### config.mk
export PLATFORM = sky130hd
export DESIGN_NAME = vdc_ctrl
export DESIGN_NICKNAME = d
export VERILOG_FILES = /design/src/core/vdc_pkg.sv /design/src/core/vdc_discharge.sv /design/src/core/vdc_accum.sv /design/src/core/vdc_ctrl.sv
export SDC_FILE = /design/constraint.sdc
export NUM_CORES = 1
export LEC_CHECK = 0
export ABC_AREA = 1
export BUFFER_PORTS_ARGS = -buffer_cell sky130_fd_sc_hd__buf_4
export CAP_MARGIN = 20
export CORE_UTILIZATION = 39
export CTS_BUF_LIST = sky130_fd_sc_hd__clkbuf_4
export CTS_CLUSTER_DIAMETER = 50
export DETAILED_ROUTE_END_ITERATION = 8
export HOLD_SLACK_MARGIN = 0.12
export SLEW_MARGIN = 20
export SYNTH_ARGS = -nofsm -noshare
export SYNTH_HDL_FRONTEND = slang
export SYNTH_HIERARCHICAL = 1
export SYNTH_SLANG_ARGS = --single-unit
### constraint.sdc
create_clock -name sys_clk -period 3.4 [get_ports sys_clk]
set_input_delay 0.51 -clock sys_clk [delete_from_list [all_inputs] [get_ports sys_clk]]
set_output_delay 0.51 -clock sys_clk [all_outputs]
set_load 0.03 [all_outputs]
### src/core/vdc_pkg.sv
// Package of constants and types for the discharge and charge rationing control
package vdc_pkg;

  // ***************************************************************
  // Rationing action encodings
  // ***************************************************************
  typedef enum logic [1:0] {
    VDC_ACT_REPORT     = 2'h0,
    VDC_ACT_REPORT_DIS = 2'h1,
    VDC_ACT_DIS_SLEEP  = 2'h2,
    VDC_ACT_IGNORE     = 2'h3
  } vdc_action_type;

  localparam vdc_action_type VDC_ACTION_RST = VDC_ACT_REPORT_DIS;

  // ***************************************************************
  // Register map (word index on the plain port)
  // ***************************************************************
  localparam logic [3:0] VDC_REG_CTRL   = 4'h0;
  localparam logic [3:0] VDC_REG_LIMIT  = 4'h1;
  localparam logic [3:0] VDC_REG_ACCUM  = 4'h2;
  localparam logic [3:0] VDC_REG_STATUS = 4'h3;

  // CTRL fields
  localparam int VDC_CTRL_EN_BIT   = 0;
  localparam int VDC_CTRL_CLR_BIT  = 1;
  localparam int VDC_CTRL_DIS_BIT  = 2;
  localparam int VDC_CTRL_ACT_LSB  = 4;
  // STATUS fields
  localparam int VDC_ST_HIT_BIT    = 0;
  localparam int VDC_ST_DERR_BIT   = 1;
  localparam int VDC_ST_ERR_BIT    = 2;
  localparam int VDC_ST_DIS_BIT    = 3;
  localparam int VDC_ST_SLEEP_BIT  = 4;

  localparam logic [15:0] VDC_LIMIT_RST = 16'hFFFF;

  // ***************************************************************
  // Timing
  // ***************************************************************
  localparam int VDC_CLK_MHZ         = 100;
  localparam int VDC_DISCHARGE_US    = 200;
  localparam int VDC_DISCHARGE_CYC   = VDC_DISCHARGE_US * VDC_CLK_MHZ;
  // One mAh unit of charge = 3600 mA*s; sample per ms so 3600000 mA*ms
  localparam int VDC_MS_CYC          = 1000 * VDC_CLK_MHZ;
  localparam int VDC_MAH_MA_MS       = 3600000;

  // ***************************************************************
  // Discharge sequencer states (Gray along IDLE, RUN, CHECK, ERROR)
  // ***************************************************************
  typedef enum logic [1:0] {
    VDC_DS_IDLE  = 2'b00,
    VDC_DS_RUN   = 2'b01,
    VDC_DS_CHECK = 2'b11,
    VDC_DS_ERROR = 2'b10
  } vdc_dstate_type;

endpackage : vdc_pkg

### src/core/vdc_discharge.sv
// Discharge window timer with end-of-window check
`timescale 1ns/10ps
`default_nettype none
module vdc_discharge
  import vdc_pkg::*;
#(
  parameter int WINDOW_CYC = VDC_DISCHARGE_CYC
) (
  input  wire logic sys_clk,
  input  wire logic srst,
  input  wire logic start,
  input  wire logic error_clear,
  input  wire logic vbus_below_check,
  output logic      active,
  output logic      fail_pulse,
  output logic      in_error
);

  initial begin
    if (WINDOW_CYC < 1) $error("vdc_discharge: window must be at least one cycle");
  end

  localparam int CW = $clog2(WINDOW_CYC + 1);

  vdc_dstate_type state_q;
  vdc_dstate_type state_d;
  logic [CW-1:0]  cnt_q;
  logic [CW-1:0]  cnt_d;
  wire            window_done = (cnt_q == CW'(WINDOW_CYC - 1));

  always_comb begin
    state_d = state_q;
    cnt_d   = cnt_q;
    case (state_q)
      VDC_DS_IDLE: begin
        cnt_d = '0;
        if (start) state_d = VDC_DS_RUN;
      end
      VDC_DS_RUN: begin
        cnt_d = cnt_q + CW'(1);
        if (window_done) state_d = VDC_DS_CHECK;
      end
      VDC_DS_CHECK: begin
        state_d = vbus_below_check ? VDC_DS_IDLE : VDC_DS_ERROR;
      end
      VDC_DS_ERROR: begin
        if (error_clear) state_d = VDC_DS_RUN;
        cnt_d = '0;
      end
      default: state_d = VDC_DS_IDLE;
    endcase
  end

  always_ff @(posedge sys_clk) begin
    if (srst) begin
      state_q <= VDC_DS_IDLE;
      cnt_q   <= '0;
    end else begin
      state_q <= state_d;
      cnt_q   <= cnt_d;
    end
  end

  assign active     = (state_q == VDC_DS_RUN);
  assign fail_pulse = (state_q == VDC_DS_CHECK) && !vbus_below_check;
  assign in_error   = (state_q == VDC_DS_ERROR);

  property p_fail_to_error;
    @(posedge sys_clk) disable iff (srst)
      (state_q == VDC_DS_CHECK && !vbus_below_check) |=> in_error;
  endproperty
  a_fail_to_error: assert property (p_fail_to_error) else $error("failed check not in error");

  property p_pass_to_idle;
    @(posedge sys_clk) disable iff (srst)
      (state_q == VDC_DS_CHECK && vbus_below_check) |=> !in_error && !active;
  endproperty
  a_pass_to_idle: assert property (p_pass_to_idle) else $error("passed check left busy");

endmodule : vdc_discharge
`default_nettype wire

### src/core/vdc_accum.sv
// Charge integrator in mAh with limit compare
`timescale 1ns/10ps
`default_nettype none
module vdc_accum
  import vdc_pkg::*;
#(
  parameter int W       = 16,
  parameter int MS_CYC  = VDC_MS_CYC
) (
  input  wire logic         sys_clk,
  input  wire logic         srst,
  input  wire logic         run,
  input  wire logic         clear,
  input  wire logic [15:0]  bus_current_ma,
  input  wire logic [W-1:0] limit,
  output logic [W-1:0]      charge,
  output logic              reached
);

  initial begin
    if (W < 1 || MS_CYC < 1) $error("vdc_accum: bad parameters");
  end

  localparam int TW = $clog2(MS_CYC + 1);

  logic [TW-1:0] tick_q;
  logic [31:0]   frac_q;
  logic [W-1:0]  charge_q;
  wire           tick      = (tick_q == TW'(MS_CYC - 1));
  wire  [31:0]   frac_sum  = frac_q + {16'h0000, bus_current_ma};
  wire           carry     = (frac_sum >= 32'(VDC_MAH_MA_MS));
  wire  [W-1:0]  charge_nx = (charge_q == {W{1'b1}}) ? charge_q : charge_q + W'(1);

  always_ff @(posedge sys_clk) begin
    if (srst || clear) begin
      tick_q   <= '0;
      frac_q   <= '0;
      charge_q <= '0;
    end else if (run) begin
      tick_q <= tick ? '0 : tick_q + TW'(1);
      if (tick) begin
        frac_q   <= carry ? frac_sum - 32'(VDC_MAH_MA_MS) : frac_sum;
        charge_q <= carry ? charge_nx : charge_q;
      end
    end
  end

  assign charge  = charge_q;
  assign reached = (charge_q >= limit);

  property p_hold_when_idle;
    @(posedge sys_clk) disable iff (srst)
      (!run && !clear) |=> $stable(charge_q);
  endproperty
  a_hold_when_idle: assert property (p_hold_when_idle) else $error("charge moved outside active");

endmodule : vdc_accum
`default_nettype wire

### src/core/vdc_ctrl.sv
// Top: VBUS discharge sequencing and charge rationing control
//
// Functional notes
// - Discharge starts when port power request falls from enabled to disabled.
// - Discharge on removal event, or supply undervoltage with port switch off.
// - Discharge whenever the mode controls command the Sleep state.
// - Discharge before each emulation profile and on Error recovery.
// - Software discharge command honoured only in Active state.
// - Discharge when switching between bypass and port switch either way.
// - At window end, VBUS not below check level sets failure, enters Error.
// - Charge accumulates against the limit only in Active state.
// - Reaching the limit runs the selected action, never enters Error.
// - Action 00 report, 01 report+disconnect (default), 10 sleep, 11 ignore.
// - Report+disconnect: alert, drop profile, open port switch until reset.
// - Disconnect+sleep: open switch, drop profile, data off, monitors off, Sleep.
// - Threshold behaviour held until rationing reset or disabled.
// - Reset clears charge and flag, releases alert, re-evaluates controls.
// - Re-evaluation restarts emulation only if controls changed and enabled.
// - Removal or attach never clears charge; reattach restarts emulation.
// - Action field changes never touch charge; applied at threshold.
// - After threshold a new action applies at once.
// - Sleep to report+disconnect: alert, controls state, both switches open.
// - Disabling before threshold disables rationing and clears charge.
// - Disabling after threshold clears flag, releases alert, re-evaluates.
// - Clear control zeroes charge; after threshold does full reset.
//
// Implementation choices: the placing of the registers and the plain strobed port.
`timescale 1ns/10ps
`default_nettype none
module vdc_ctrl
  import vdc_pkg::*;
#(
  parameter int W          = 16,
  parameter int WINDOW_CYC = VDC_DISCHARGE_CYC,
  parameter int MS_CYC     = VDC_MS_CYC
) (
  input  wire logic        sys_clk,
  input  wire logic        srst,
  // Register port
  input  wire logic [3:0]  reg_addr,
  input  wire logic [31:0] reg_wdata,
  input  wire logic        reg_wr,
  input  wire logic        reg_rd,
  output logic [31:0]      reg_rdata,
  // Controls
  input  wire logic        port_power_request,
  input  wire logic        emulation_enable_ctl,
  input  wire logic        mode_select_a,
  input  wire logic        mode_select_b,
  input  wire logic        detect_select,
  // Device state inputs
  input  wire logic        state_active,
  input  wire logic        removal_event,
  input  wire logic        supply_undervolt_level,
  input  wire logic        profile_apply_req,
  input  wire logic        error_recover,
  input  wire logic        port_switch_on,
  input  wire logic        bypass_switch_on,
  input  wire logic        vbus_below_check,
  input  wire logic [15:0] bus_current_ma,
  // Outputs
  output logic             discharge_en,
  output logic             error_state,
  output logic             hit_flag_a_alert,
  output logic             port_switch_block,
  output logic             bypass_block,
  output logic             profile_remove,
  output logic             hs_data_switch_off,
  output logic             monitor_stop,
  output logic             sleep_force,
  output logic             emulation_restart
);

  initial begin
    if (W < 1 || W > 16) $error("vdc_ctrl: W must be 1..16");
  end

  // ***************************************************************
  // Register file
  // ***************************************************************
  logic           hit_flag_a_enable_ctl_q;
  vdc_action_type hit_flag_a_action_sel_q;
  logic [W-1:0]   limit_q;
  logic           hit_flag_a_q;
  logic           disch_fail_q;
  logic [31:0]    rdata_q;

  wire wr_ctrl   = reg_wr && (reg_addr == VDC_REG_CTRL);
  wire wr_limit  = reg_wr && (reg_addr == VDC_REG_LIMIT);
  wire wr_status = reg_wr && (reg_addr == VDC_REG_STATUS);
  wire hit_flag_a_clear_ctl = wr_ctrl && reg_wdata[VDC_CTRL_CLR_BIT];
  wire sw_discharge     = wr_ctrl && reg_wdata[VDC_CTRL_DIS_BIT];
  wire en_falls = wr_ctrl && !reg_wdata[VDC_CTRL_EN_BIT] && hit_flag_a_enable_ctl_q;
  wire [1:0] act_wr = reg_wdata[VDC_CTRL_ACT_LSB +: 2];

  // ***************************************************************
  // Event edges
  // ***************************************************************
  logic ppr_q;
  logic port_sw_q;
  logic byp_sw_q;
  logic byp_seen_q;
  logic port_seen_q;
  logic [4:0] ctl_snap_q;

  wire [4:0] ctl_now = {detect_select, mode_select_a, mode_select_b, emulation_enable_ctl,
                        port_power_request};
  wire sleep_cmd  = !emulation_enable_ctl && !mode_select_a && !mode_select_b;
  logic sleep_cmd_q;

  wire ev_ppr   = ppr_q && !port_power_request;
  wire ev_uvlo  = supply_undervolt_level && !port_switch_on;
  wire ev_sleep = sleep_cmd && !sleep_cmd_q;
  wire ev_sw    = sw_discharge && state_active;
  wire ev_p_on  = port_switch_on && !port_sw_q && byp_seen_q;
  wire ev_b_on  = bypass_switch_on && !byp_sw_q && port_seen_q;

  // ***************************************************************
  // Rationing state
  // ***************************************************************
  logic [W-1:0] charge;
  logic         reached;
  logic         hit_now;
  wire          run_acc = hit_flag_a_enable_ctl_q && state_active && !hit_flag_a_q;
  wire          acc_clr = hit_flag_a_clear_ctl || en_falls;
  wire          release_all = hit_flag_a_q && acc_clr;
  assign hit_now = run_acc && reached && !acc_clr;

  vdc_accum #(
    .W      (W),
    .MS_CYC (MS_CYC)
  ) u_accum (
    .sys_clk        (sys_clk),
    .srst           (srst),
    .run            (run_acc),
    .clear          (acc_clr),
    .bus_current_ma (bus_current_ma),
    .limit          (limit_q),
    .charge         (charge),
    .reached        (reached)
  );

  wire disch_start = ev_ppr || removal_event || ev_uvlo || ev_sleep
                   || profile_apply_req || ev_sw || ev_p_on || ev_b_on;
  logic disch_active;
  logic disch_fail;
  logic disch_err;

  vdc_discharge #(
    .WINDOW_CYC (WINDOW_CYC)
  ) u_disch (
    .sys_clk          (sys_clk),
    .srst             (srst),
    .start            (disch_start),
    .error_clear      (error_recover),
    .vbus_below_check (vbus_below_check),
    .active           (disch_active),
    .fail_pulse       (disch_fail),
    .in_error         (disch_err)
  );

  // Action decode of the held behaviour once threshold reached
  function automatic logic [3:0] act_decode(input vdc_action_type a);
    // {alert, block_switch, remove_profile, sleep}
    case (a)
      VDC_ACT_REPORT:     act_decode = 4'h8;
      VDC_ACT_REPORT_DIS: act_decode = 4'hE;
      VDC_ACT_DIS_SLEEP:  act_decode = 4'h7;
      default:            act_decode = 4'h0;
    endcase
  endfunction

  wire [3:0] eff    = hit_flag_a_q ? act_decode(hit_flag_a_action_sel_q) : 4'h0;
  wire [3:0] eff_nw = act_decode(vdc_action_type'(act_wr));
  wire       act_chg = wr_ctrl && (act_wr != hit_flag_a_action_sel_q) && hit_flag_a_q;
  // Re-evaluation on leaving a disconnecting behaviour
  wire       reeval = (release_all && (eff[2] || eff[0]))
                    || (act_chg && (eff[2] || eff[0]) && !eff_nw[0]);
  wire       restart = reeval && (ctl_now != ctl_snap_q) && emulation_enable_ctl;

  // ***************************************************************
  // Registers
  // ***************************************************************
  always_ff @(posedge sys_clk) begin
    if (srst) begin
      hit_flag_a_enable_ctl_q <= 1'b0;
      hit_flag_a_action_sel_q <= VDC_ACTION_RST;
      limit_q             <= W'(VDC_LIMIT_RST);
    end else if (wr_ctrl) begin
      hit_flag_a_enable_ctl_q <= reg_wdata[VDC_CTRL_EN_BIT];
      hit_flag_a_action_sel_q <= vdc_action_type'(act_wr);
    end else if (wr_limit) begin
      limit_q <= reg_wdata[W-1:0];
    end
  end

  always_ff @(posedge sys_clk) begin
    if (srst || release_all) begin
      hit_flag_a_q <= 1'b0;
    end else if (hit_now) begin
      hit_flag_a_q <= 1'b1;
    end
  end

  always_ff @(posedge sys_clk) begin
    if (srst) begin
      disch_fail_q <= 1'b0;
    end else if (disch_fail) begin
      disch_fail_q <= 1'b1;
    end else if (wr_status && reg_wdata[VDC_ST_DERR_BIT]) begin
      disch_fail_q <= 1'b0;
    end
  end

  always_ff @(posedge sys_clk) begin
    if (srst) begin
      ppr_q       <= 1'b0;
      port_sw_q   <= 1'b0;
      byp_sw_q    <= 1'b0;
      byp_seen_q  <= 1'b0;
      port_seen_q <= 1'b0;
      sleep_cmd_q <= 1'b0;
      ctl_snap_q  <= '0;
    end else begin
      ppr_q       <= port_power_request;
      port_sw_q   <= port_switch_on;
      byp_sw_q    <= bypass_switch_on;
      byp_seen_q  <= bypass_switch_on ? 1'b1 : (port_switch_on ? 1'b0 : byp_seen_q);
      port_seen_q <= port_switch_on ? 1'b1 : (bypass_switch_on ? 1'b0 : port_seen_q);
      sleep_cmd_q <= sleep_cmd;
      if (hit_now) ctl_snap_q <= ctl_now;
    end
  end

  // ***************************************************************
  // Output flops
  // ***************************************************************
  always_ff @(posedge sys_clk) begin
    if (srst) begin
      discharge_en       <= 1'b0;
      error_state        <= 1'b0;
      hit_flag_a_alert       <= 1'b0;
      port_switch_block  <= 1'b0;
      bypass_block       <= 1'b0;
      profile_remove     <= 1'b0;
      hs_data_switch_off <= 1'b0;
      monitor_stop       <= 1'b0;
      sleep_force        <= 1'b0;
      emulation_restart  <= 1'b0;
    end else begin
      discharge_en       <= disch_active || (disch_start && !discharge_en && !disch_err)
                         || (error_recover && disch_err);
      error_state        <= disch_err || disch_fail;
      hit_flag_a_alert       <= eff[3];
      port_switch_block  <= eff[2] || eff[0];
      bypass_block       <= eff[2];
      profile_remove     <= eff[1];
      hs_data_switch_off <= eff[0];
      monitor_stop       <= eff[0];
      sleep_force        <= eff[0];
      emulation_restart  <= restart || (removal_event && !hit_flag_a_q);
    end
  end

  // ***************************************************************
  // Read port
  // ***************************************************************
  wire [31:0] rd_mux =
      (reg_addr == VDC_REG_CTRL)   ? {26'h0, hit_flag_a_action_sel_q, 3'h0, hit_flag_a_enable_ctl_q} :
      (reg_addr == VDC_REG_LIMIT)  ? 32'(limit_q) :
      (reg_addr == VDC_REG_ACCUM)  ? 32'(charge) :
      (reg_addr == VDC_REG_STATUS) ? {27'h0, sleep_force, discharge_en, error_state,
                                      disch_fail_q, hit_flag_a_q} : 32'h0000_0000;

  always_ff @(posedge sys_clk) begin
    if (srst) rdata_q <= '0;
    else      rdata_q <= reg_rd ? rd_mux : 32'h0000_0000;
  end
  assign reg_rdata = rdata_q;

  // ***************************************************************
  // Checks
  // ***************************************************************
  property p_ppr_disch;
    @(posedge sys_clk) disable iff (srst)
      (ev_ppr && !disch_err && !discharge_en) |=> discharge_en ##1 discharge_en;
  endproperty
  a_ppr_disch: assert property (p_ppr_disch) else $error("no discharge on power drop");

  property p_sw_gated;
    @(posedge sys_clk) disable iff (srst)
      (sw_discharge && !state_active && !disch_start && !disch_active && !disch_err)
        |=> !discharge_en;
  endproperty
  a_sw_gated: assert property (p_sw_gated) else $error("discharge outside active");

  property p_default_action;
    @(posedge sys_clk) $rose(srst) ##1 srst |-> hit_flag_a_action_sel_q == VDC_ACT_REPORT_DIS;
  endproperty
  a_default_action: assert property (p_default_action) else $error("bad reset action");

  property p_disconnect_eff;
    @(posedge sys_clk) disable iff (srst)
      (hit_flag_a_q && hit_flag_a_action_sel_q == VDC_ACT_REPORT_DIS && !wr_ctrl && !acc_clr)
        |=> hit_flag_a_alert && port_switch_block && profile_remove && !sleep_force;
  endproperty
  a_disconnect_eff: assert property (p_disconnect_eff) else $error("report-disconnect wrong");

  property p_sleep_eff;
    @(posedge sys_clk) disable iff (srst)
      (hit_flag_a_q && hit_flag_a_action_sel_q == VDC_ACT_DIS_SLEEP && !wr_ctrl && !acc_clr)
        |=> sleep_force && hs_data_switch_off && monitor_stop && !hit_flag_a_alert;
  endproperty
  a_sleep_eff: assert property (p_sleep_eff) else $error("disconnect-sleep wrong");

  property p_reset_release;
    @(posedge sys_clk) disable iff (srst)
      release_all |=> !hit_flag_a_q ##1 !hit_flag_a_alert && !port_switch_block;
  endproperty
  a_reset_release: assert property (p_reset_release) else $error("reset did not release");

  property p_no_error_on_hit;
    @(posedge sys_clk) disable iff (srst)
      (hit_now && !disch_err && !disch_fail) |=> !error_state;
  endproperty
  a_no_error_on_hit: assert property (p_no_error_on_hit) else $error("hit caused error");

  property p_clear_zero;
    @(posedge sys_clk) disable iff (srst)
      acc_clr |=> charge == '0;
  endproperty
  a_clear_zero: assert property (p_clear_zero) else $error("clear left charge");

endmodule : vdc_ctrl
`default_nettype wire

Word level (Yosys, flattened, before mapping)
Cells that the tools add are included.
{"block": "totals", "register_bits": 154, "inputBits": 69, "output_inout_bits": 42, "elab_cells": 160}
{"block": "classes", "n_addsub": 5, "order_cmp": 2, "n_eq_ne": 18, "muxes": 21, "n_bitwise": 4, "reduce_logical": 82}
{"cell": "1-bit logical AND", "count": 35}
{"cell": "32-bit by 16-bit adder with 32-bit output", "count": 1}
{"cell": "32-bit by 22-bit greater-or-equal comparator with 1-bit output (second input constant)", "count": 1}
{"cell": "16-bit 2-to-1 mux", "count": 2}
{"cell": "32-bit 2-to-1 mux", "count": 1}
{"cell": "32-bit by 22-bit subtractor with 32-bit output (second input constant)", "count": 1}
{"cell": "15-bit case mux with 2 select lines", "count": 1}
{"cell": "17-bit by 1-bit adder with 17-bit output (second input constant)", "count": 1}
{"cell": "17-bit equality test (second input constant)", "count": 1}
{"cell": "17-bit 2-to-1 mux", "count": 1}
{"cell": "16-bit by 1-bit adder with 16-bit output (second input constant)", "count": 1}
{"cell": "16-bit equality test (second input constant)", "count": 1}
{"cell": "16-bit greater-or-equal comparator", "count": 1}
{"cell": "1-bit logical OR", "count": 16}
{"cell": "15-bit by 1-bit adder with 15-bit output (second input constant)", "count": 1}
{"cell": "15-bit equality test (second input constant)", "count": 1}
{"cell": "1-bit zero test", "count": 15}
{"cell": "4-bit case mux with 3 select lines", "count": 1}
{"cell": "2-bit equality test (second input constant)", "count": 4}
{"cell": "4-bit by 2-bit equality test with 1-bit output (second input constant)", "count": 2}
{"cell": "2-bit 2-to-1 mux", "count": 4}
{"cell": "2-bit case mux with 4 select lines", "count": 1}
{"cell": "2-bit by 1-bit equality test with 1-bit output (second input constant)", "count": 3}
{"cell": "2-bit zero test", "count": 3}
{"cell": "19 further kinds", "count": 33}

Logic depth before layout (Yosys ltp)
{"block": "logic_depth", "depth_word": 13, "mapped_depth": 23, "ltp_nobuf": 23}

Modules after synthesis
Netlist, hierarchy kept.
{"module": "vdc_accum", "n_inst": 1, "cells_each": 1099, "area_each_um2": 6337.3, "seq_area_each_um2": 1301.2}
{"module": "vdc_ctrl", "n_inst": 1, "cells_each": 330, "area_each_um2": 2456.1, "seq_area_each_um2": 1121.1}
{"module": "vdc_discharge", "n_inst": 1, "cells_each": 138, "area_each_um2": 915.9, "seq_area_each_um2": 340.3}

Worst setup path before layout
No wires, ideal clock.
{"block": "synth_timing", "path_type": "input -> register", "startpoint": "in bus_current_ma[0]", "endpoint": "reg u_accum.charge_q[2] (netlist: u_accum/charge[2])", "setup_ns": 0.128, "t_arrival_ns": 2.705, "required_ns": 3.272, "path_slack_ns": 0.567, "stages": 20, "path_buffers": 2, "cell_sequence": "ha_1 > fa_1 > nand2_1 > nand2_1 > nand3_1 > nand2_1 > nand2_1 > nand2_2 > nand3_1 > nand2_1 > nor2_4 > nand2_1 > nor2_2 > nand2_2 > nand3_4 > buf_8 > buf_6 > nand4_1 > nand2_1 > nor2_1"}
{"block": "synth_via", "elab_chain_cells": 3}
{"item": "start, declared", "line": "vdc_ctrl.sv:60", "source": "input wire logic [15:0] bus_current_ma,"}
{"item": "32-bit by 16-bit adder with 32-bit output", "line": "vdc_accum.sv:30", "source": "wire [31:0] frac_sum = frac_q + {16'h0000, bus_current_ma};"}
{"item": "32-bit by 22-bit greater-or-equal comparator with 1-bit output", "line": "vdc_accum.sv:31", "source": "wire carry = (frac_sum >= 32'(VDC_MAH_MA_MS));"}
{"item": "4-bit AND reduction (no source line)"}
{"item": "end signal, assigned", "line": "vdc_accum.sv:43", "source": "charge_q <= carry ? charge_nx : charge_q;"}
{"item": "end, declared", "line": "vdc_accum.sv:28", "source": "logic [W-1:0] charge_q;"}
Every way passes these cells.
A chain may end at the register's enable or synchronous reset.

Worst setup path in the final report
{"block": "layout_timing", "startpoint": "reg u_accum.frac_q[0]", "endpoint": "reg u_accum.frac_q[23]"}
{"block": "layout_via", "elab_chain_cells": 3, "elab_cells_between_ends": 4, "classes_between": "2 x add/sub; 1 x order compare; 1 x mux"}
{"item": "start, declared", "line": "vdc_accum.sv:27", "source": "logic [31:0] frac_q;"}
{"item": "start signal, assigned", "line": "vdc_accum.sv:42", "source": "frac_q <= carry ? frac_sum - 32'(VDC_MAH_MA_MS) : frac_sum;"}
{"item": "32-bit by 16-bit adder with 32-bit output (*)", "line": "vdc_accum.sv:30"}
{"item": "32-bit by 22-bit subtractor with 32-bit output / 32-bit by 22-bit greater-or-equal comparator with 1-bit output (equally long branches)", "line": "vdc_accum.sv:42, vdc_accum.sv:31"}
{"item": "32-bit 2-to-1 mux (*)", "line": "vdc_accum.sv:42"}
Every way passes the cells marked *; elsewhere a longest branch is shown, timed or not.

==> results.md <==
- Status: finished clean
- Vias in the first global route: 8902
- Switching share of power: 0.298
- Final Hold Fails: 0
- GR Overflow Total: 0
- Routed vias: 9911
- CTS tree: yes
- DRT antenna net count: 0
- Largest net degree at the start of global routing: 28
- Vias per cell: 4.92
- Port Buf Inserts: 78
- Met3 WL: 1070 um
- Detailed placement HPWL: 20800 um
- Switch Pwr: 0.000939 W
- IO Pins: 111
- Core area: 24400 sq um
- Critical Path End Type: flop
- Placement row count: 57
- Tightest Pin Transition: 0.862 ns
- Fin Hold WS: 0.172 ns
- Routed WL per cell: 13.0 um
- Seq/Total Area, Yosys: 0.285
- Die Wd: 160 um
- Static Leak: 5.53 nW
- Slew HR: 0.423
- CP arrival: 3.51 ns
- Final Max Slew Viols: 0
- Fin Setup TNS: 0 ns
- Layout area overhead: 14.4%
- Post-Synthesis Cell Area: 9710 sq um
- Crit path max-delay family: simple AND/OR/NAND/NOR gates
- Fmax: 329 MHz
- Fin crit share: 0.893
- Clock skew: 0.0334 ns
- Yosys warning total: 6
- GP Congestion: 0.954
- Crit path launch type: flop
- Max Cap Viol: 0
- CP Data Required Time: 3.87 ns
- # DRC: 0
- Synth Instances: 1567
- Combinational Power Share: 0.093
- Layout cells sized above 1: 0.137
- Layout net count: 1785
- Register bit total from synthesis: 138
- Setup Viol. Count Final: 0
- Initial DRC Count: 563
- Clock sink total: 138
- Clock power frac: 0.385
- Wl on met1: 12200 um
- Top Metal Used: met4
- Cell Pwr Density: 283 nW/um^2
- Worst-Skew Late Latency: 0.56 ns
- Crit-path max cell delay: 0.41 ns
- Chip Height: 160 um
- Min-delay worst type: in2reg
- Synth top area share: 0.285
- Clock root buffer: clkbuf_4
- Worst path most repeated cell: nand2_1
- Internal: 0.00221 W
- WS Path Type: reg2reg
- VDD IR max: 0.238 mV
- Avg Inst Size Synth: 6.20 sq um
- Unrepaired setup endpoints after global routing: no
- Setup Fix Bufs, Post-CTS: 0
- Seq pwr share: 0.522
- Min Clock Period, post-route: 3.04 ns
- Yosys top cell by area: dfxtp_1
- CP Max Fanout: 4
- CTS Buf Count: 17
- GRT Overall Usage: 0.205
- Initial Util: 0.398
- Initial antenna violation count: 1
- Post-synthesis cell type count: 52
- Post-CTS Resized: 0
- Crit-path slowest cell: fa_1
- Clock tree buffer depth: 2
- Worst path cell trace: ha_1, fa_1, nand2_1, nand2_1, nand3_1, nand2_1, nand2_1, nand2_1, ha_1, nor2_1, nand2_1, a21oi_1, nand3_1, nand2_1, nand2_1, nand2_1, nand2_1, a21oi_1
- Global-route wire length before repair: 42600 um
- Bufs and invs on worst path: 0
- Clock transition at path regs: 0.16 ns
- Top cells by area, synth: dfxtp_1, nand2_1, inv_1
- First-pass DRT Iterations: 5
- Htree depth: 4
- Routed length on met2: 12700 um
- Total Routed Length: 26300 um
- Die Area: 25500 sq um
[metal layers]
metal,vias to the layer above,global-route usage
li1,5204,-
met1,4470,0.258
met2,209,0.363
met3,28,0.0319
met4,0,0.0532
met5,-,0
[flip-flops by register name (all words and copies together) (netlist names), 2 cells and up]
register / cells
reg_rdata: 16
limit_q: 16
ctl_snap_q: 5
u_accum/charge: 16
hit_flag_a_action_sel_q: 2
u_disch/cnt_q: 15
u_accum/tick_q: 17
u_accum/frac_q: 32
u_disch/state_q: 2
[cell type report]
type / count / area [sq um]
fill: 2619 / 13300
multi-input combinational: 1178 / 5870
sequential: 138 / 2760
timing repair buffer: 119 / 926
inverter: 222 / 837
tap: 324 / 405
clock inverter: 15 / 180
clock buffer: 17 / 128
antenna: 2 / 5.00
[path summary, 6_finish.rpt]
path / start / depth (start not counted) / endpoint / slack, ns
max: u_accum/frac_q[0]$_SDFFE_PP0P_ / 18 / u_accum/frac_q[23]$_SDFFE_PP0P_ / 0.36
min: reg_wdata[15] / 3 / limit_q[15]$_SDFFE_PP1P_ / 0.17
max reg2reg: u_accum/frac_q[0]$_SDFFE_PP0P_ / 18 / u_accum/frac_q[23]$_SDFFE_PP0P_ / 0.36
min reg2reg: u_accum/frac_q[8]$_SDFFE_PP0P_ / 2 / u_accum/frac_q[8]$_SDFFE_PP0P_ / 0.47
[power by group through the flow]
stage	combinational (W)	sequential [W]	clock [W]
2_1_floorplan	0.000183	0.00168	0
3_5_place_dp	0.000287	0.00168	0
3_3_place_gp	0.000286	0.00168	0
4_1_cts	0.000295	0.00164	0.00127
6_report	0.000293	0.00164	0.00121
5_1_grt	0.000325	0.00164	0.00133
[synth_stat cells (all sizes together)]
library cell	n
nand4	45
a211oi	4
o221ai	1
o21ai	36
or2	5
nand3b	10
ha	39
o211ai	4
o31ai	1
o21a	8
a21boi	1
clkinv	2
conb	1
o41ai	1
nor3	36
xor2	20
nor2	168
xnor2	7
nand3	130
inv	220
a31oi	6
nor3b	2
nand2	541
a22o	2
a21oi	80
clkbuf	11
nor4	10
and2	1
dfxtp	138
buf	33
o21bai	2
fa	1
a32o	1
[logic make-up (layout without fill, tap and decap cells)]
kind of cell | count (synthesis) | count (layout) | synth area share
other cells | 1 | 18 | 0.000386
flops | 138 | 138 | 0.285
xor+xnor | 27 | 27 | 0.0244
fa+ha+maj | 40 | 40 | 0.0523
simple gates | 948 | 948 | 0.436
buf+inv | 266 | 373 | 0.118
compound gates | 147 | 147 | 0.0853
[per-stage QoR]
| step | total power (W) | setup slack [ns] | utilization | instances | instance area (sq um) |
|---|---|---|---|---|---|
| 6_report | 0.00315 | 0.362 | 0.456 | 2015 | 11100 |
| 5_1_grt | 0.00330 | 0.0224 | 0.456 | 2015 | 11100 |
| 4_1_cts | 0.00320 | 0.351 | 0.455 | 2013 | 11100 |
| 3_5_place_dp | 0.00196 | 0.0903 | 0.439 | 1973 | 10700 |
| 3_3_place_gp | 0.00196 | 0.0969 | 0.439 | 1973 | 10700 |
| 2_1_floorplan | 0.00187 | 0.567 | - | 1582 | 9770 |
[repair_timing]
item                       in CTS  in global routing
hold endpoints to repair        7                  0
hold buffers                    8                  0
setup endpoints to repair       0                  0
[layout by cell type, fill, tap and decap left out, types with 9 or more instances in the layout]
cell        n
ha_1       39
nand3b_1   10
nor2_1    147
nand4_1    45
conb_1     16
dfxtp_1   138
nor2_2     12
a21oi_1    77
clkbuf_4   17
nand3_1   120
nor3_1     31
nand3_2     9
nand2_2    25
xor2_1     20
inv_2      21
nand2_1   516
nor4_1     10
buf_4     110
inv_1     198
o21ai_0    32
[worst register-to-register path, stage by stage (launching register included)]
cell and delay [ns]:
dfxtp_1 0.35, ha_1 0.21, fa_1 0.41, nand2_1 0.11
nand2_1 0.09, nand3_1 0.12, nand2_1 0.08, nand2_1 0.06
nand2_1 0.10, ha_1 0.23, nor2_1 0.14, nand2_1 0.15
a21oi_1 0.30, nand3_1 0.22, nand2_1 0.11, nand2_1 0.05
nand2_1 0.05, nand2_1 0.07, a21oi_1 0.12
No activity file was read; power rests on OpenSTA's default activity.
